--- config.mk ---
export PLATFORM = sky130hd
export DESIGN_NAME = usc_top
export DESIGN_NICKNAME = d
export VERILOG_FILES = /design/src/design/usc_top.v
export VERILOG_INCLUDE_DIRS = /design/src /design/src/design
export SDC_FILE = /design/constraint.sdc
export NUM_CORES = 1
export LEC_CHECK = 0
export BUFFER_PORTS_ARGS = -buffer_cell sky130_fd_sc_hd__buf_2
export CAP_MARGIN = 20
export CORE_MARGIN = 5
export CORE_UTILIZATION = 45
export DETAILED_ROUTE_END_ITERATION = 8
export PLACE_DENSITY_LB_ADDON = 0.1
export RECOVER_POWER = 25
export SLEW_MARGIN = 20
export SYNTH_ARGS = -nofsm -noshare
export SYNTH_HDL_FRONTEND = slang
export SYNTH_SLANG_ARGS = --single-unit
--- constraint.sdc ---
create_clock -name ref_clk -period 2.65 [get_ports ref_clk]
set_input_delay 0.1325 -clock ref_clk [delete_from_list [all_inputs] [get_ports ref_clk]]
set_output_delay 0.1325 -clock ref_clk [all_outputs]
set_load 0.03 [all_outputs]
--- src/design/usc_consts.vh ---
// Constants for the serial controller: bus addresses, control word
// fields, reset values and bit-clock division factors.
// Assumes inclusion by usc_top.v only.
`ifndef USC_CONSTS_VH
`define USC_CONSTS_VH

// Address bit is the control/data select.
`define USC_ADDR_DATA   1'b0
`define USC_ADDR_CTRL   1'b1

// Mode instruction fields.
`define USC_MD_FAC_LO   1
`define USC_MD_FAC_HI   0
`define USC_MD_LEN_LO   2
`define USC_MD_LEN_HI   3
`define USC_MD_PAR_EN   4
`define USC_MD_PAR_EVEN 5
`define USC_MD_STOP_LO  6
`define USC_MD_STOP_HI  7
`define USC_MD_EXT_SYNC 6
`define USC_MD_ONE_SYNC 7

// Factor field codes; code 0 selects synchronous operation.
`define USC_FAC_SYNC    2'b00
`define USC_FAC_X16     2'b10
`define USC_FAC_X64     2'b11
`define USC_STOP_1P5    2'b10
`define USC_STOP_2      2'b11

// Command instruction bits.
`define USC_CMD_TXEN    0
`define USC_CMD_RXEN    2
`define USC_CMD_BREAK   3
`define USC_CMD_ERR_RST 4
`define USC_CMD_IRESET  6

// Reset values.
`define USC_MODE_RST    8'h00
`define USC_CMD_RST     8'h00
`define USC_SYNC_RST    8'h00

// Bit-clock edges per bit and the shortest character length.
`define USC_DIV_1       8'h01
`define USC_DIV_16      8'h10
`define USC_DIV_64      8'h40
`define USC_MIN_LEN     4'h5
`define USC_FULL_LEN    4'h8

`endif

--- src/design/usc_top.v ---
// Programmable serial controller: control word sequencing, async
// transmitter and receiver, synchronous transmitter with sync fill.
// Assumes bit clocks, serial input and clear-to-send are synchronous
// to ref_clk and much slower than it.
//
// Contract
// - Holding free flag high, cleared on data write.
// - Char available set on receive, cleared on read.
// - Characters start only with enable and clear-to-send; sync fill needs enable only.
// - Serial output marks high during reset.
// - Sync characters follow mode only in internal sync.
// - Later control writes load command words.
// - Internal reset bit returns to mode expectation.
// - Format fixed until a reset.
// - Parity not counted, never shown on bus.
// - Short characters in low bits, rest zero.
// - Async frame: start, data LSB first, parity, stops.
// - Async shifts on falling edges, divided 1/16/64.
// - Idle line high, break drives low.
// - Start on falling edge, verified at centre in 16x and 64x.
// - Sample at centres on rising edges, parity check.
// - Only first stop checked, low sets framing error.
// - Unread character overwritten, overrun flag set.
// - Error reset clears flags; errors never stall.
// - Sync output high until first character and CTS.
// - Sync shifts one bit per falling edge.
// - Sync fill when starved, drained held high.
// - Control writes with select high, data otherwise.
`timescale 1ns/1ps
`default_nettype none
`include "usc_consts.vh"

module usc_top (
    input  wire       ref_clk,
    input  wire       rstn,
    input  wire       reg_addr,
    input  wire [7:0] reg_wdata,
    input  wire       reg_wr,
    input  wire       reg_rd,
    output reg  [7:0] reg_rdata,
    input  wire       transmit_bit_clock,
    input  wire       receive_bit_clock,
    input  wire       serial_in_line,
    input  wire       clear_to_send_n,
    output reg        serial_out_line,
    output reg        transmit_holding_free,
    output reg        receive_char_available,
    output reg        transmitter_drained
);

    localparam [3:0] SQ_MODE  = 4'h1;
    localparam [3:0] SQ_SYNC1 = 4'h2;
    localparam [3:0] SQ_SYNC2 = 4'h4;
    localparam [3:0] SQ_CMD   = 4'h8;

    localparam [4:0] RX_IDLE  = 5'h01;
    localparam [4:0] RX_START = 5'h02;
    localparam [4:0] RX_DATA  = 5'h04;
    localparam [4:0] RX_PAR   = 5'h08;
    localparam [4:0] RX_STOP  = 5'h10;

    function [7:0] usc_fac;
        input [1:0] code;
        begin
            case (code)
                `USC_FAC_X16: usc_fac = `USC_DIV_16;
                `USC_FAC_X64: usc_fac = `USC_DIV_64;
                default:      usc_fac = `USC_DIV_1;
            endcase
        end
    endfunction

    // Parity bit that makes the data plus parity even or odd.
    function usc_par;
        input [7:0] d;
        input       even;
        begin
            usc_par = even ? ^d : ~^d;
        end
    endfunction

    reg  [3:0] seq_reg;
    reg  [7:0] mode_reg;
    reg  [7:0] cmd_reg;
    reg  [7:0] sync1_reg;
    reg  [7:0] sync2_reg;
    reg  [7:0] hold_reg;
    reg        hold_full_reg;
    reg        txc_prev_reg;
    reg        rxc_prev_reg;
    reg  [9:0] tx_frame_reg;
    reg  [3:0] tx_left_reg;
    reg  [7:0] tx_cnt_reg;
    reg        tx_stop_reg;
    reg        tx_busy_reg;
    reg        tx_fill_reg;
    reg        sync_run_reg;
    reg        sync_sel_reg;
    reg  [4:0] rx_state_reg;
    reg  [7:0] rx_cnt_reg;
    reg  [2:0] rx_idx_reg;
    reg  [7:0] rx_sh_reg;
    reg        rx_pbit_reg;
    reg        rx_prev_reg;
    reg        rx_seen_reg;
    reg  [7:0] rx_buf_reg;
    reg        perr_reg;
    reg        oerr_reg;
    reg        ferr_reg;

    wire [1:0] fac_code = mode_reg[`USC_MD_FAC_LO:`USC_MD_FAC_HI];
    wire       is_sync  = (fac_code == `USC_FAC_SYNC);
    wire [7:0] fac      = usc_fac(fac_code);
    wire       par_en   = mode_reg[`USC_MD_PAR_EN];
    wire       even     = mode_reg[`USC_MD_PAR_EVEN];
    wire [3:0] char_len = `USC_MIN_LEN
                        + {2'b00, mode_reg[`USC_MD_LEN_HI:`USC_MD_LEN_LO]};
    wire [7:0] len_mask = 8'hff >> (`USC_FULL_LEN - char_len);
    wire [1:0] stop_sel = mode_reg[`USC_MD_STOP_HI:`USC_MD_STOP_LO];
    // One and a half stop bits in 1x mode round down to one bit.
    wire [7:0] stop_ticks =
        (stop_sel == `USC_STOP_1P5) ? fac + (fac >> 1) :
        (stop_sel == `USC_STOP_2)   ? fac << 1 : fac;

    wire       txen     = cmd_reg[`USC_CMD_TXEN];
    wire       rxen     = cmd_reg[`USC_CMD_RXEN];
    wire       ctrl_wr  = reg_wr & (reg_addr == `USC_ADDR_CTRL);
    wire       data_wr  = reg_wr & (reg_addr == `USC_ADDR_DATA);
    wire       data_rd  = reg_rd & (reg_addr == `USC_ADDR_DATA);
    wire       tx_fall  = txc_prev_reg & ~transmit_bit_clock;
    wire       rx_rise  = ~rxc_prev_reg & receive_bit_clock;
    wire       can_send = hold_full_reg & txen & ~clear_to_send_n;

    // Data frame: start bit (async only), data LSB first, parity.
    wire [7:0] hd   = hold_reg & len_mask;
    wire       hp   = par_en & usc_par(hd, even);
    wire [9:0] dfrm = is_sync ?
                      ({2'b00, hd} | ({9'd0, hp} << char_len)) :
                      ({1'b0, hd, 1'b0} | ({9'd0, hp} << (char_len + 4'd1)));
    wire [3:0] dlen = char_len + {3'd0, par_en} + {3'd0, ~is_sync};
    wire [7:0] sd   = (sync_sel_reg ? sync2_reg : sync1_reg) & len_mask;
    wire       sp   = par_en & usc_par(sd, even);
    wire [9:0] sfrm = {2'b00, sd} | ({9'd0, sp} << char_len);
    wire [3:0] slen = char_len + {3'd0, par_en};

    wire [7:0] rx_data = rx_sh_reg & len_mask;
    wire [7:0] status  = {2'b00, ferr_reg, oerr_reg, perr_reg,
                          transmitter_drained, receive_char_available,
                          ~hold_full_reg};

    always @(posedge ref_clk or negedge rstn) begin
        if (!rstn) begin
            seq_reg                <= SQ_MODE;
            mode_reg               <= `USC_MODE_RST;
            cmd_reg                <= `USC_CMD_RST;
            sync1_reg              <= `USC_SYNC_RST;
            sync2_reg              <= `USC_SYNC_RST;
            hold_reg               <= 8'h00;
            hold_full_reg          <= 1'b0;
            txc_prev_reg           <= 1'b1;
            rxc_prev_reg           <= 1'b1;
            tx_frame_reg           <= 10'h000;
            tx_left_reg            <= 4'h0;
            tx_cnt_reg             <= 8'h00;
            tx_stop_reg            <= 1'b0;
            tx_busy_reg            <= 1'b0;
            tx_fill_reg            <= 1'b0;
            sync_run_reg           <= 1'b0;
            sync_sel_reg           <= 1'b0;
            rx_state_reg           <= RX_IDLE;
            rx_cnt_reg             <= 8'h00;
            rx_idx_reg             <= 3'h0;
            rx_sh_reg              <= 8'h00;
            rx_pbit_reg            <= 1'b0;
            rx_prev_reg            <= 1'b0;
            rx_seen_reg            <= 1'b0;
            rx_buf_reg             <= 8'h00;
            perr_reg               <= 1'b0;
            oerr_reg               <= 1'b0;
            ferr_reg               <= 1'b0;
            reg_rdata              <= 8'h00;
            serial_out_line        <= 1'b1;
            transmit_holding_free  <= 1'b0;
            receive_char_available <= 1'b0;
            transmitter_drained    <= 1'b1;
        end else begin
            txc_prev_reg <= transmit_bit_clock;
            rxc_prev_reg <= receive_bit_clock;

            // Read data stands only in the cycle after the strobe.
            if (reg_rd) begin
                reg_rdata <= (reg_addr == `USC_ADDR_CTRL) ?
                             status : rx_buf_reg;
            end else begin
                reg_rdata <= 8'h00;
            end
            if (data_rd) begin
                receive_char_available <= 1'b0;
            end

            // Control word sequence after any reset.
            if (ctrl_wr) begin
                case (seq_reg)
                    SQ_MODE: begin
                        mode_reg <= reg_wdata;
                        if (reg_wdata[`USC_MD_FAC_LO:`USC_MD_FAC_HI]
                                == `USC_FAC_SYNC &&
                                !reg_wdata[`USC_MD_EXT_SYNC]) begin
                            seq_reg <= SQ_SYNC1;
                        end else begin
                            seq_reg <= SQ_CMD;
                        end
                    end
                    SQ_SYNC1: begin
                        sync1_reg <= reg_wdata;
                        seq_reg   <= mode_reg[`USC_MD_ONE_SYNC] ?
                                     SQ_CMD : SQ_SYNC2;
                    end
                    SQ_SYNC2: begin
                        sync2_reg <= reg_wdata;
                        seq_reg   <= SQ_CMD;
                    end
                    SQ_CMD: begin
                        cmd_reg <= reg_wdata;
                        if (reg_wdata[`USC_CMD_ERR_RST]) begin
                            perr_reg <= 1'b0;
                            oerr_reg <= 1'b0;
                            ferr_reg <= 1'b0;
                        end
                    end
                    default: seq_reg <= SQ_MODE;
                endcase
            end

            // Unused upper bits of a short character are dropped later.
            if (data_wr) begin
                hold_reg      <= reg_wdata;
                hold_full_reg <= 1'b1;
            end

            // Transmitter, advanced on falling bit-clock edges.
            if (tx_fall) begin
                if (tx_cnt_reg != 8'h00) begin
                    tx_cnt_reg <= tx_cnt_reg - 8'h01;
                end else if (tx_left_reg != 4'h0) begin
                    serial_out_line <= tx_frame_reg[0] &
                                       ~cmd_reg[`USC_CMD_BREAK];
                    tx_frame_reg    <= tx_frame_reg >> 1;
                    tx_left_reg     <= tx_left_reg - 4'h1;
                    tx_cnt_reg      <= fac - 8'h01;
                end else if (tx_stop_reg) begin
                    serial_out_line <= ~cmd_reg[`USC_CMD_BREAK];
                    tx_stop_reg     <= 1'b0;
                    tx_cnt_reg      <= stop_ticks - 8'h01;
                end else if (can_send) begin
                    // Loading at the boundary keeps sync data gapless.
                    serial_out_line <= dfrm[0] &
                                       ~cmd_reg[`USC_CMD_BREAK];
                    tx_frame_reg    <= dfrm >> 1;
                    tx_left_reg     <= dlen - 4'h1;
                    tx_stop_reg     <= ~is_sync;
                    tx_cnt_reg      <= fac - 8'h01;
                    tx_busy_reg     <= 1'b1;
                    tx_fill_reg     <= 1'b0;
                    sync_run_reg    <= is_sync;
                    hold_full_reg   <= data_wr;
                end else if (sync_run_reg && txen) begin
                    serial_out_line <= sfrm[0] &
                                       ~cmd_reg[`USC_CMD_BREAK];
                    tx_frame_reg    <= sfrm >> 1;
                    tx_left_reg     <= slen - 4'h1;
                    tx_cnt_reg      <= fac - 8'h01;
                    tx_fill_reg     <= 1'b1;
                    sync_sel_reg    <= ~sync_sel_reg &
                                       ~mode_reg[`USC_MD_ONE_SYNC];
                end else begin
                    serial_out_line <= ~cmd_reg[`USC_CMD_BREAK];
                    tx_busy_reg     <= 1'b0;
                    tx_fill_reg     <= 1'b0;
                    sync_run_reg    <= 1'b0;
                    sync_sel_reg    <= 1'b0;
                end
            end else if (cmd_reg[`USC_CMD_BREAK]) begin
                serial_out_line <= 1'b0;
            end else if (!tx_busy_reg) begin
                serial_out_line <= 1'b1;
            end

            // Receiver, sampled on rising bit-clock edges.
            if (rx_rise) begin
                rx_prev_reg <= serial_in_line;
                if (serial_in_line) begin
                    rx_seen_reg <= 1'b1;
                end
                case (rx_state_reg)
                    RX_IDLE: begin
                        // A held-low line after reset is not a start bit.
                        if (rxen && !is_sync && rx_seen_reg &&
                                rx_prev_reg && !serial_in_line) begin
                            rx_sh_reg  <= 8'h00;
                            rx_idx_reg <= 3'h0;
                            if (fac == `USC_DIV_1) begin
                                rx_state_reg <= RX_DATA;
                                rx_cnt_reg   <= 8'h00;
                            end else begin
                                rx_state_reg <= RX_START;
                                rx_cnt_reg   <= (fac >> 1) - 8'h01;
                            end
                        end
                    end
                    RX_START: begin
                        if (rx_cnt_reg != 8'h00) begin
                            rx_cnt_reg <= rx_cnt_reg - 8'h01;
                        end else if (!serial_in_line) begin
                            rx_state_reg <= RX_DATA;
                            rx_cnt_reg   <= fac - 8'h01;
                        end else begin
                            rx_state_reg <= RX_IDLE;
                        end
                    end
                    RX_DATA: begin
                        if (rx_cnt_reg != 8'h00) begin
                            rx_cnt_reg <= rx_cnt_reg - 8'h01;
                        end else begin
                            rx_sh_reg[rx_idx_reg] <= serial_in_line;
                            rx_cnt_reg <= fac - 8'h01;
                            if ({1'b0, rx_idx_reg} == char_len - 4'h1) begin
                                rx_state_reg <= par_en ? RX_PAR : RX_STOP;
                            end else begin
                                rx_idx_reg <= rx_idx_reg + 3'h1;
                            end
                        end
                    end
                    RX_PAR: begin
                        if (rx_cnt_reg != 8'h00) begin
                            rx_cnt_reg <= rx_cnt_reg - 8'h01;
                        end else begin
                            rx_pbit_reg  <= serial_in_line;
                            rx_cnt_reg   <= fac - 8'h01;
                            rx_state_reg <= RX_STOP;
                        end
                    end
                    RX_STOP: begin
                        if (rx_cnt_reg != 8'h00) begin
                            rx_cnt_reg <= rx_cnt_reg - 8'h01;
                        end else begin
                            // Only the first stop bit is looked at.
                            rx_state_reg <= RX_IDLE;
                            rx_buf_reg   <= rx_data;
                            receive_char_available <= 1'b1;
                            if (receive_char_available) begin
                                oerr_reg <= 1'b1;
                            end
                            if (!serial_in_line) begin
                                ferr_reg <= 1'b1;
                            end
                            if (par_en && rx_pbit_reg !=
                                    usc_par(rx_data, even)) begin
                                perr_reg <= 1'b1;
                            end
                        end
                    end
                    default: rx_state_reg <= RX_IDLE;
                endcase
            end

            // Disabled receiver holds the available flag low.
            if (!rxen) begin
                receive_char_available <= 1'b0;
            end
            transmit_holding_free <= txen & ~hold_full_reg & ~data_wr;
            transmitter_drained   <= ~txen |
                (~hold_full_reg & ~data_wr &
                 (~tx_busy_reg | tx_fill_reg));

            // Internal reset wins over what it reloads; rx_buf_reg and the free and drained flags keep the values written above.
            if (ctrl_wr && seq_reg == SQ_CMD &&
                    reg_wdata[`USC_CMD_IRESET]) begin
                seq_reg                <= SQ_MODE;
                cmd_reg                <= `USC_CMD_RST;
                hold_full_reg          <= 1'b0;
                tx_left_reg            <= 4'h0;
                tx_cnt_reg             <= 8'h00;
                tx_stop_reg            <= 1'b0;
                tx_busy_reg            <= 1'b0;
                tx_fill_reg            <= 1'b0;
                sync_run_reg           <= 1'b0;
                sync_sel_reg           <= 1'b0;
                rx_state_reg           <= RX_IDLE;
                perr_reg               <= 1'b0;
                oerr_reg               <= 1'b0;
                ferr_reg               <= 1'b0;
                serial_out_line        <= 1'b1;
                receive_char_available <= 1'b0;
            end
        end
    end
endmodule
`default_nettype wire

; Word level (Yosys, flattened, before mapping)
; Index checks and enable logic that the tools add are counted.
[op_classes]
addsub = 16
order_cmp = 2
n_eq_ne = 37
shift = 4
n_mux = 144
bitwise_logic = 39
reduce_logical = 54
[ops]
columns = operator, n
row1 = 8-bit 2-to-1 mux, 20
row2 = 1-bit 2-to-1 mux, 83
row3 = 4-bit 2-to-1 mux, 14
row4 = 10-bit 2-to-1 mux, 5
row5 = 5-bit 2-to-1 mux, 9
row6 = 8-bit case mux with 4 select lines, 1
row7 = 1-bit by 4-bit left shift with 10-bit output, 3
row8 = 5-bit case mux with 5 select lines, 1
row9 = 8-bit AND, 3
row10 = 8-bit XNOR reduction, 3
row11 = 8-bit parity, 3
row12 = "8-bit by 1-bit subtractor with 8-bit output, second input constant", 3
row13 = "3-bit != test, second input constant", 7
row14 = 8-bit by 10-bit OR with 10-bit output, 2
row15 = 5-bit AND reduction, 4
row16 = 1-bit AND, 17
row17 = 4-bit case mux with 4 select lines, 1
row18 = 8-bit case mux with 2 select lines, 1
row19 = 2-bit AND reduction, 8
row20 = 4-bit AND reduction, 4
row21 = 8-bit nonzero test, 2
row22 = "4-bit by 1-bit subtractor with 4-bit output, second input constant", 4
row23 = 3-bit 2-to-1 mux, 5
row24 = 1-bit NOT, 14
row25 = other kinds (45), 79
[totals]
ff_bits = 120

; Logic depth before layout (Yosys ltp)
[logic_depth]
depth_word = 17
ltp_mapped = 12

; Worst setup path before layout
; OpenSTA, ideal clock, no wires.
[synth_path]
kind = register to register
start = register mode_reg[2]
end = register tx_frame_reg[8]
arrival_time_ns = 2.235
path_slack_ns = 0.284
stages_incl_launch_ff = 10
path_buffers = 1
synth_period_minus_slack_ns = 2.366
cell_sequence = dfrtp_1 > buf_6 > inv_1 > ha_1 > and2b_1 > o21a_1 > xnor2_2 > xnor3_1 > a32oi_1 > o21ai_1
[synth_via]
elab_chain_len = 13
word_cells_on_any_way = 25
classes_between = add/sub (3) / shift (4) / mux (7) / bitwise (7) / reduce/logical (4)
[synth_rtl]
columns = item, line_no
row1 = from (decl), usc_top.v:83  ; reg [7:0] mode_reg;
row2 = from (signal assigned), usc_top.v:154  ; mode_reg <= `USC_MODE_RST;
row3 = from (signal assigned), usc_top.v:205  ; mode_reg <= reg_wdata;
row4 = 3-bit by 2-bit adder with 4-bit output (no line) *, n/a
row5 = 4-bit subtractor (no line), n/a
row6 = 8-bit by 4-bit right shift with 8-bit output, usc_top.v:118  ; wire [7:0] len_mask = 8'hff >> (`USC_FULL_LEN - char_len);
row7 = 8-bit AND (on tied branches), "usc_top.v:141, usc_top.v:135"
row8 = 8-bit XNOR reduction or 8-bit parity (tied branches), usc_top.v:78  ; usc_par = even ? ^d : ~^d;
row9 = 1-bit 2-to-1 mux, usc_top.v:78
row10 = 1-bit AND (on tied branches), "usc_top.v:142, usc_top.v:136"
row11 = 1-bit by 4-bit left shift with 10-bit output (on tied branches), "usc_top.v:143, usc_top.v:138, usc_top.v:139"
row12 = "8-bit by 10-bit OR with 10-bit output, or another cell as far along", usc_top.v:143  ; wire [9:0] sfrm = {2'b00, sd} | ({9'd0, sp} << char_len);
row13 = 10-bit 2-to-1 mux (on tied branches), "usc_top.v:267, usc_top.v:137"
row14 = 10-bit 2-to-1 mux *, usc_top.v:255  ; end else if (can_send) begin
row15 = 10-bit 2-to-1 mux *, usc_top.v:251  ; end else if (tx_stop_reg) begin
row16 = 10-bit 2-to-1 mux *, usc_top.v:245  ; end else if (tx_left_reg != 4'h0) begin
row17 = to (signal assigned), usc_top.v:248  ; tx_frame_reg <= tx_frame_reg >> 1;
row18 = to (signal assigned), usc_top.v:259  ; tx_frame_reg <= dfrm >> 1;
row19 = to (signal assigned), usc_top.v:270  ; tx_frame_reg <= sfrm >> 1;
row20 = to (decl), usc_top.v:91  ; reg [9:0] tx_frame_reg;
; Every way passes the cells marked *; elsewhere a longest branch is shown, timed or not. The select of a mux whose other input is x is not followed.
; A chain may end at the register's enable or synchronous reset.

; Worst setup path in the final report
[layout_path]
start = register tx_cnt_reg[0]
end = register tx_frame_reg[5]
[layout_via]
elab_chain_len = 3
[layout_rtl]
columns = item, line_no
row1 = from (decl), usc_top.v:93  ; reg [7:0] tx_cnt_reg;
row2 = from (signal assigned), usc_top.v:244  ; tx_cnt_reg <= tx_cnt_reg - 8'h01;
row3 = from (signal assigned), usc_top.v:250  ; tx_cnt_reg <= fac - 8'h01;
row4 = from (signal assigned), usc_top.v:254  ; tx_cnt_reg <= stop_ticks - 8'h01;
row5 = 8-bit nonzero test, usc_top.v:243  ; if (tx_cnt_reg != 8'h00) begin
row6 = 1-bit NOT (no line), n/a
row7 = 4-bit AND reduction (no line), n/a
; No other way between the ends.

==> results by group <==
Status
  – Status: completed

Cells and area
  – Ratio of cells with drive above 1 in the final layout: 18.4%
  – Most frequent cells in the layout: dfrtp_1, nand2_1, nor2_1, o21ai_0, mux2_2
  – ANT cells: 0
  – Max reg flops: 9
  – Core Util, Final: a little over half
  – Fillers: 1387
  – Fin area: approximately 0.008 mm^2
  – Final nets: around 800
  – Layout area overhead: 14.7%
  – Fin cells: about 970
  – Commonest non-fill, non-tap cell in the layout: dfrtp_1

STA
  – Clk_skew: 0.00814 ns
  – Final Hold Fails: 0
  – Post-route minimum period: approximately 2.4 ns
  – Final worst slack: between 0.2 and 0.25 ns
  – Post-route setup TNS: 0 ns
  – RSZ-0062 raised after global routing: false
  – Slew at the pin with the worst max-slew slack: 1.20 ns
  – Hold slack: about 0.027 ns
  – Final slew viol count: 0
  – Final setup violation count: 0
  – Tcrit/Tclk final: between 90 and 100%
  – Slew headroom: between 20% and 30%
  – F_max: around 400 MHz

Worst hold path
  – HP Class: input port to flip-flop
  – Hold_sp: serial_in_line
  – Cells on Worst Hold Path: 2
  – Hold Path Sink: rx_seen_reg

Clocking
  – CTS Buf Count: 17
  – Clock root cell: clkbuf_16
  – Maximum clock path buffer count: 2
  – Clock slew seen by the registers of the worst setup and hold paths: roughly 0.060 ns
  – Clock Latency Late Sink: between 0.4 and 0.5 ns
  – H-tree depth: 4
  – CTS sink cnt: around 120
  – Post-CTS Setup Bufs: 0
  – TritonCTS clock tree: built

Yosys
  – #FFs+latches synth: 118
  – Synth async-reset ratio: between 90% and 100%
  – Mapped Cells: around 740
  – Top_reg_cell synth: dfrtp_1
  – Distinct cells, synth: 83
  – Synthesized Nets: between 700 and 800
  – Synthesized area: about 0.0070 mm^2
  – EDFF count, synth: 0
  – Register area share after synthesis: 42.4%
  – Yosys Warn Count: 0
  – Syn Area/Cell: 9.50 um^2

Run
  – Max-cap violations: 0

Die
  – Width of the die: about 130 um
  – DIE AREA: 0.0181 mm^2
  – Initial core utilization: 45.9%
  – Core area: around 0.015 mm^2
  – I/O pins: 29
  – Row count: between 40 and 50
  – Die height: 135 um

Placement
  – DP Worst Slack: around 0.23 ns
  – Gpl congestion: just over 0.9
  – DP Wirelength: 13000 um
  – Placed Cells: a little over 900
  – Area after DPL: 0.00734 mm^2
  – I/O Buffers: 28

Power and ir drop
  – Int Power: around 5.6 mW
  – Clock share of power: between 20% and 30%
  – Leakage: 3.52 nW
  – Switching pwr: about 3.7 mW
  – Worst vdd ir: just under 0.0006 V
  – Total power: 9.29 mW
  – Part of the power in registers: between 30% and 40%
  – Sw Ratio: between 40% and 50%
  – Power per Cell Area: ~1200 mW/mm^2
  – Logic pwr share: roughly two fifths

Worst setup path
  – Setup crit start: tx_cnt_reg[0]
  – Worst r2r dst: tx_frame_reg[5]
  – Crit. End Element: flip-flop
  – CP Class: flip-flop to flip-flop
  – Reg2reg path depth: 8
  – Reg-to-Reg Start: tx_cnt_reg[0]
  – CP top delay family: compound AO/OA/AOI/OAI gates
  – CP Max Fanout: 14
  – Worst setup SP type: flip-flop
  – Slowest-stage cell, CP: dfrtp_1
  – Worst path buffer plus inverter count: 1
  – Peak per-stage delay on the critical path: between 0.3 and 0.4 ns
  – Flop2flop setup slack: ~0.22 ns
  – Critical-path cell list: inv_1, ha_1, nor4b_2, nand3_1, a21o_1, a221o_1, o32ai_1, a21oi_1
  – Required time of the critical path: 2.94 ns
  – Critical Path AT: approximately 2.7 ns

GRT
  – First-pass GRT wire length: between 30000 and 40000 um
  – Global Route Usage Sum: between 20% and 30%
  – Initial antenna violation count: 0
  – GR Overflow Total: 0
  – Vias in the first global route: between 5k and 6k
  – Largest net degree at the start of global routing: 53

Drt
  – DRT antenna net count: 0
  – 1st-iter DRT viols: 342
  – Drt first pass iters: 4
  – Vias post-DR: about 5.6k
  – Drt total wl: around 18000 um
  – Routed wire per std cell: between 15 and 20 um
  – DRC Markers: 0
  – Routed vias/inst: ~5.8
## power by group through the flow
stage | clock network (mW) | logic, mW | registers (mW)
3_3_place_gp | 0 | 3.83 | 2.98
3_5_place_dp | 0 | 3.85 | 2.99
2_1_floorplan | 0 | 2.94 | 2.79
6_report | 2.42 | 3.89 | 2.97
5_1_grt | 2.56 | 4.36 | 3.06
4_1_cts | 2.48 | 3.88 | 2.97
## layout make-up
class	instances	area, um^2	share of cell area [%]
Inverter	28	105	1.31
Tap cell	188	235	2.94
Clock inverter	12	179	2.23
Timing Repair Buffer	57	387	4.83
Clock buffer	19	443	5.53
Multi-Input combinational cell	547	3700	46.2
Sequential cell	118	2960	37.0
## cell usage after synthesis, types with 3 or more instances
| cell | count | area [um^2] |
|---|---|---|
| dfrtp_1 | 112 | 2800 |
| nand2_1 | 77 | 289 |
| nor2_1 | 61 | 229 |
| o21ai_0 | 52 | 260 |
| mux2_2 | 36 | 405 |
| a21oi_1 | 27 | 135 |
| inv_1 | 27 | 101 |
| clkbuf_1 | 22 | 82.6 |
| mux2i_1 | 20 | 200 |
| nor3_1 | 20 | 100 |
| a31oi_1 | 18 | 113 |
| xnor2_1 | 18 | 158 |
| nor2b_1 | 17 | 106 |
| ha_1 | 16 | 200 |
| o21ai_1 | 16 | 80.1 |
| nand3_1 | 14 | 70.1 |
| buf_2 | 10 | 50.1 |
| a211oi_1 | 9 | 67.6 |
| nand4_1 | 9 | 56.3 |
| xor2_1 | 8 | 70.1 |
| a22oi_1 | 7 | 52.6 |
| buf_6 | 7 | 78.8 |
| nand2b_1 | 7 | 43.8 |
| dfstp_2 | 6 | 158 |
| o31ai_1 | 6 | 45.0 |
| a21o_1 | 5 | 37.5 |
| a32oi_1 | 5 | 43.8 |
| nand3b_1 | 5 | 37.5 |
| nor4_1 | 5 | 31.3 |
| or3_1 | 5 | 31.3 |
| a311oi_1 | 4 | 35.0 |
| a41oi_1 | 4 | 35.0 |
| and2_1 | 4 | 25.0 |
| and3_1 | 3 | 18.8 |
| o211ai_1 | 3 | 22.5 |
| o21a_1 | 3 | 22.5 |
| o221ai_1 | 3 | 26.3 |
| or2_2 | 3 | 18.8 |
## logic make-up (layout without fill, tap and decap cells)
logic type	count (synthesis)	after routing	synth area share (%)
and+or+nand+nor	259	259	19.4
muxes	56	56	8.67
adders and majority gates	17	17	3.15
xor gates and xnor gates	30	30	4.48
AOI/OAI and AO/OA	185	185	17.1
DFF	118	118	42.4
buffers and inverters	70	116	4.80
## how the worst max path moves through the flow
stage / to / slack [ns] / cells past startpoint
finish: tx_frame_reg[5] / 0.22 / 8
global route: rx_sh_reg[0] / 0.03 / 8
CTS: rx_sh_reg[0] / 0.21 / 8
detailed placement: rx_sh_reg[0] / 0.23 / 8
global placement: rx_sh_reg[0] / 0.23 / 8
floorplan: tx_frame_reg[8] / 0.28 / 9
## per-layer routing
| metal | global-route usage [%] | up-vias | routed length (um) |
|---|---|---|---|
| li1 | - | 2721 | - |
| met1 | 29.9 | 2772 | 8830 |
| met2 | 32.7 | 118 | 8290 |
| met3 | 4.55 | 19 | 668 |
| met4 | 5.03 | 0 | 223 |
| met5 | 0 | - | 0 |
## repair_timing
action                                 4_1_cts  5_1_grt
setup endpoints to repair                    0        5
gates resized for setup                      0        3
endpoints found under the hold margin       44        0
hold buffers                                 5        0
## worst register-to-register path: stages, from the launching register on
cell and delay (ns):
dfrtp_1 0.39, inv_1 0.12, ha_1 0.18, nor4b_2 0.26, nand3_1 0.25, a21o_1 0.38
a221o_1 0.35, o32ai_1 0.30, a21oi_1 0.08
No activity file was read; power rests on OpenSTA's default activity.
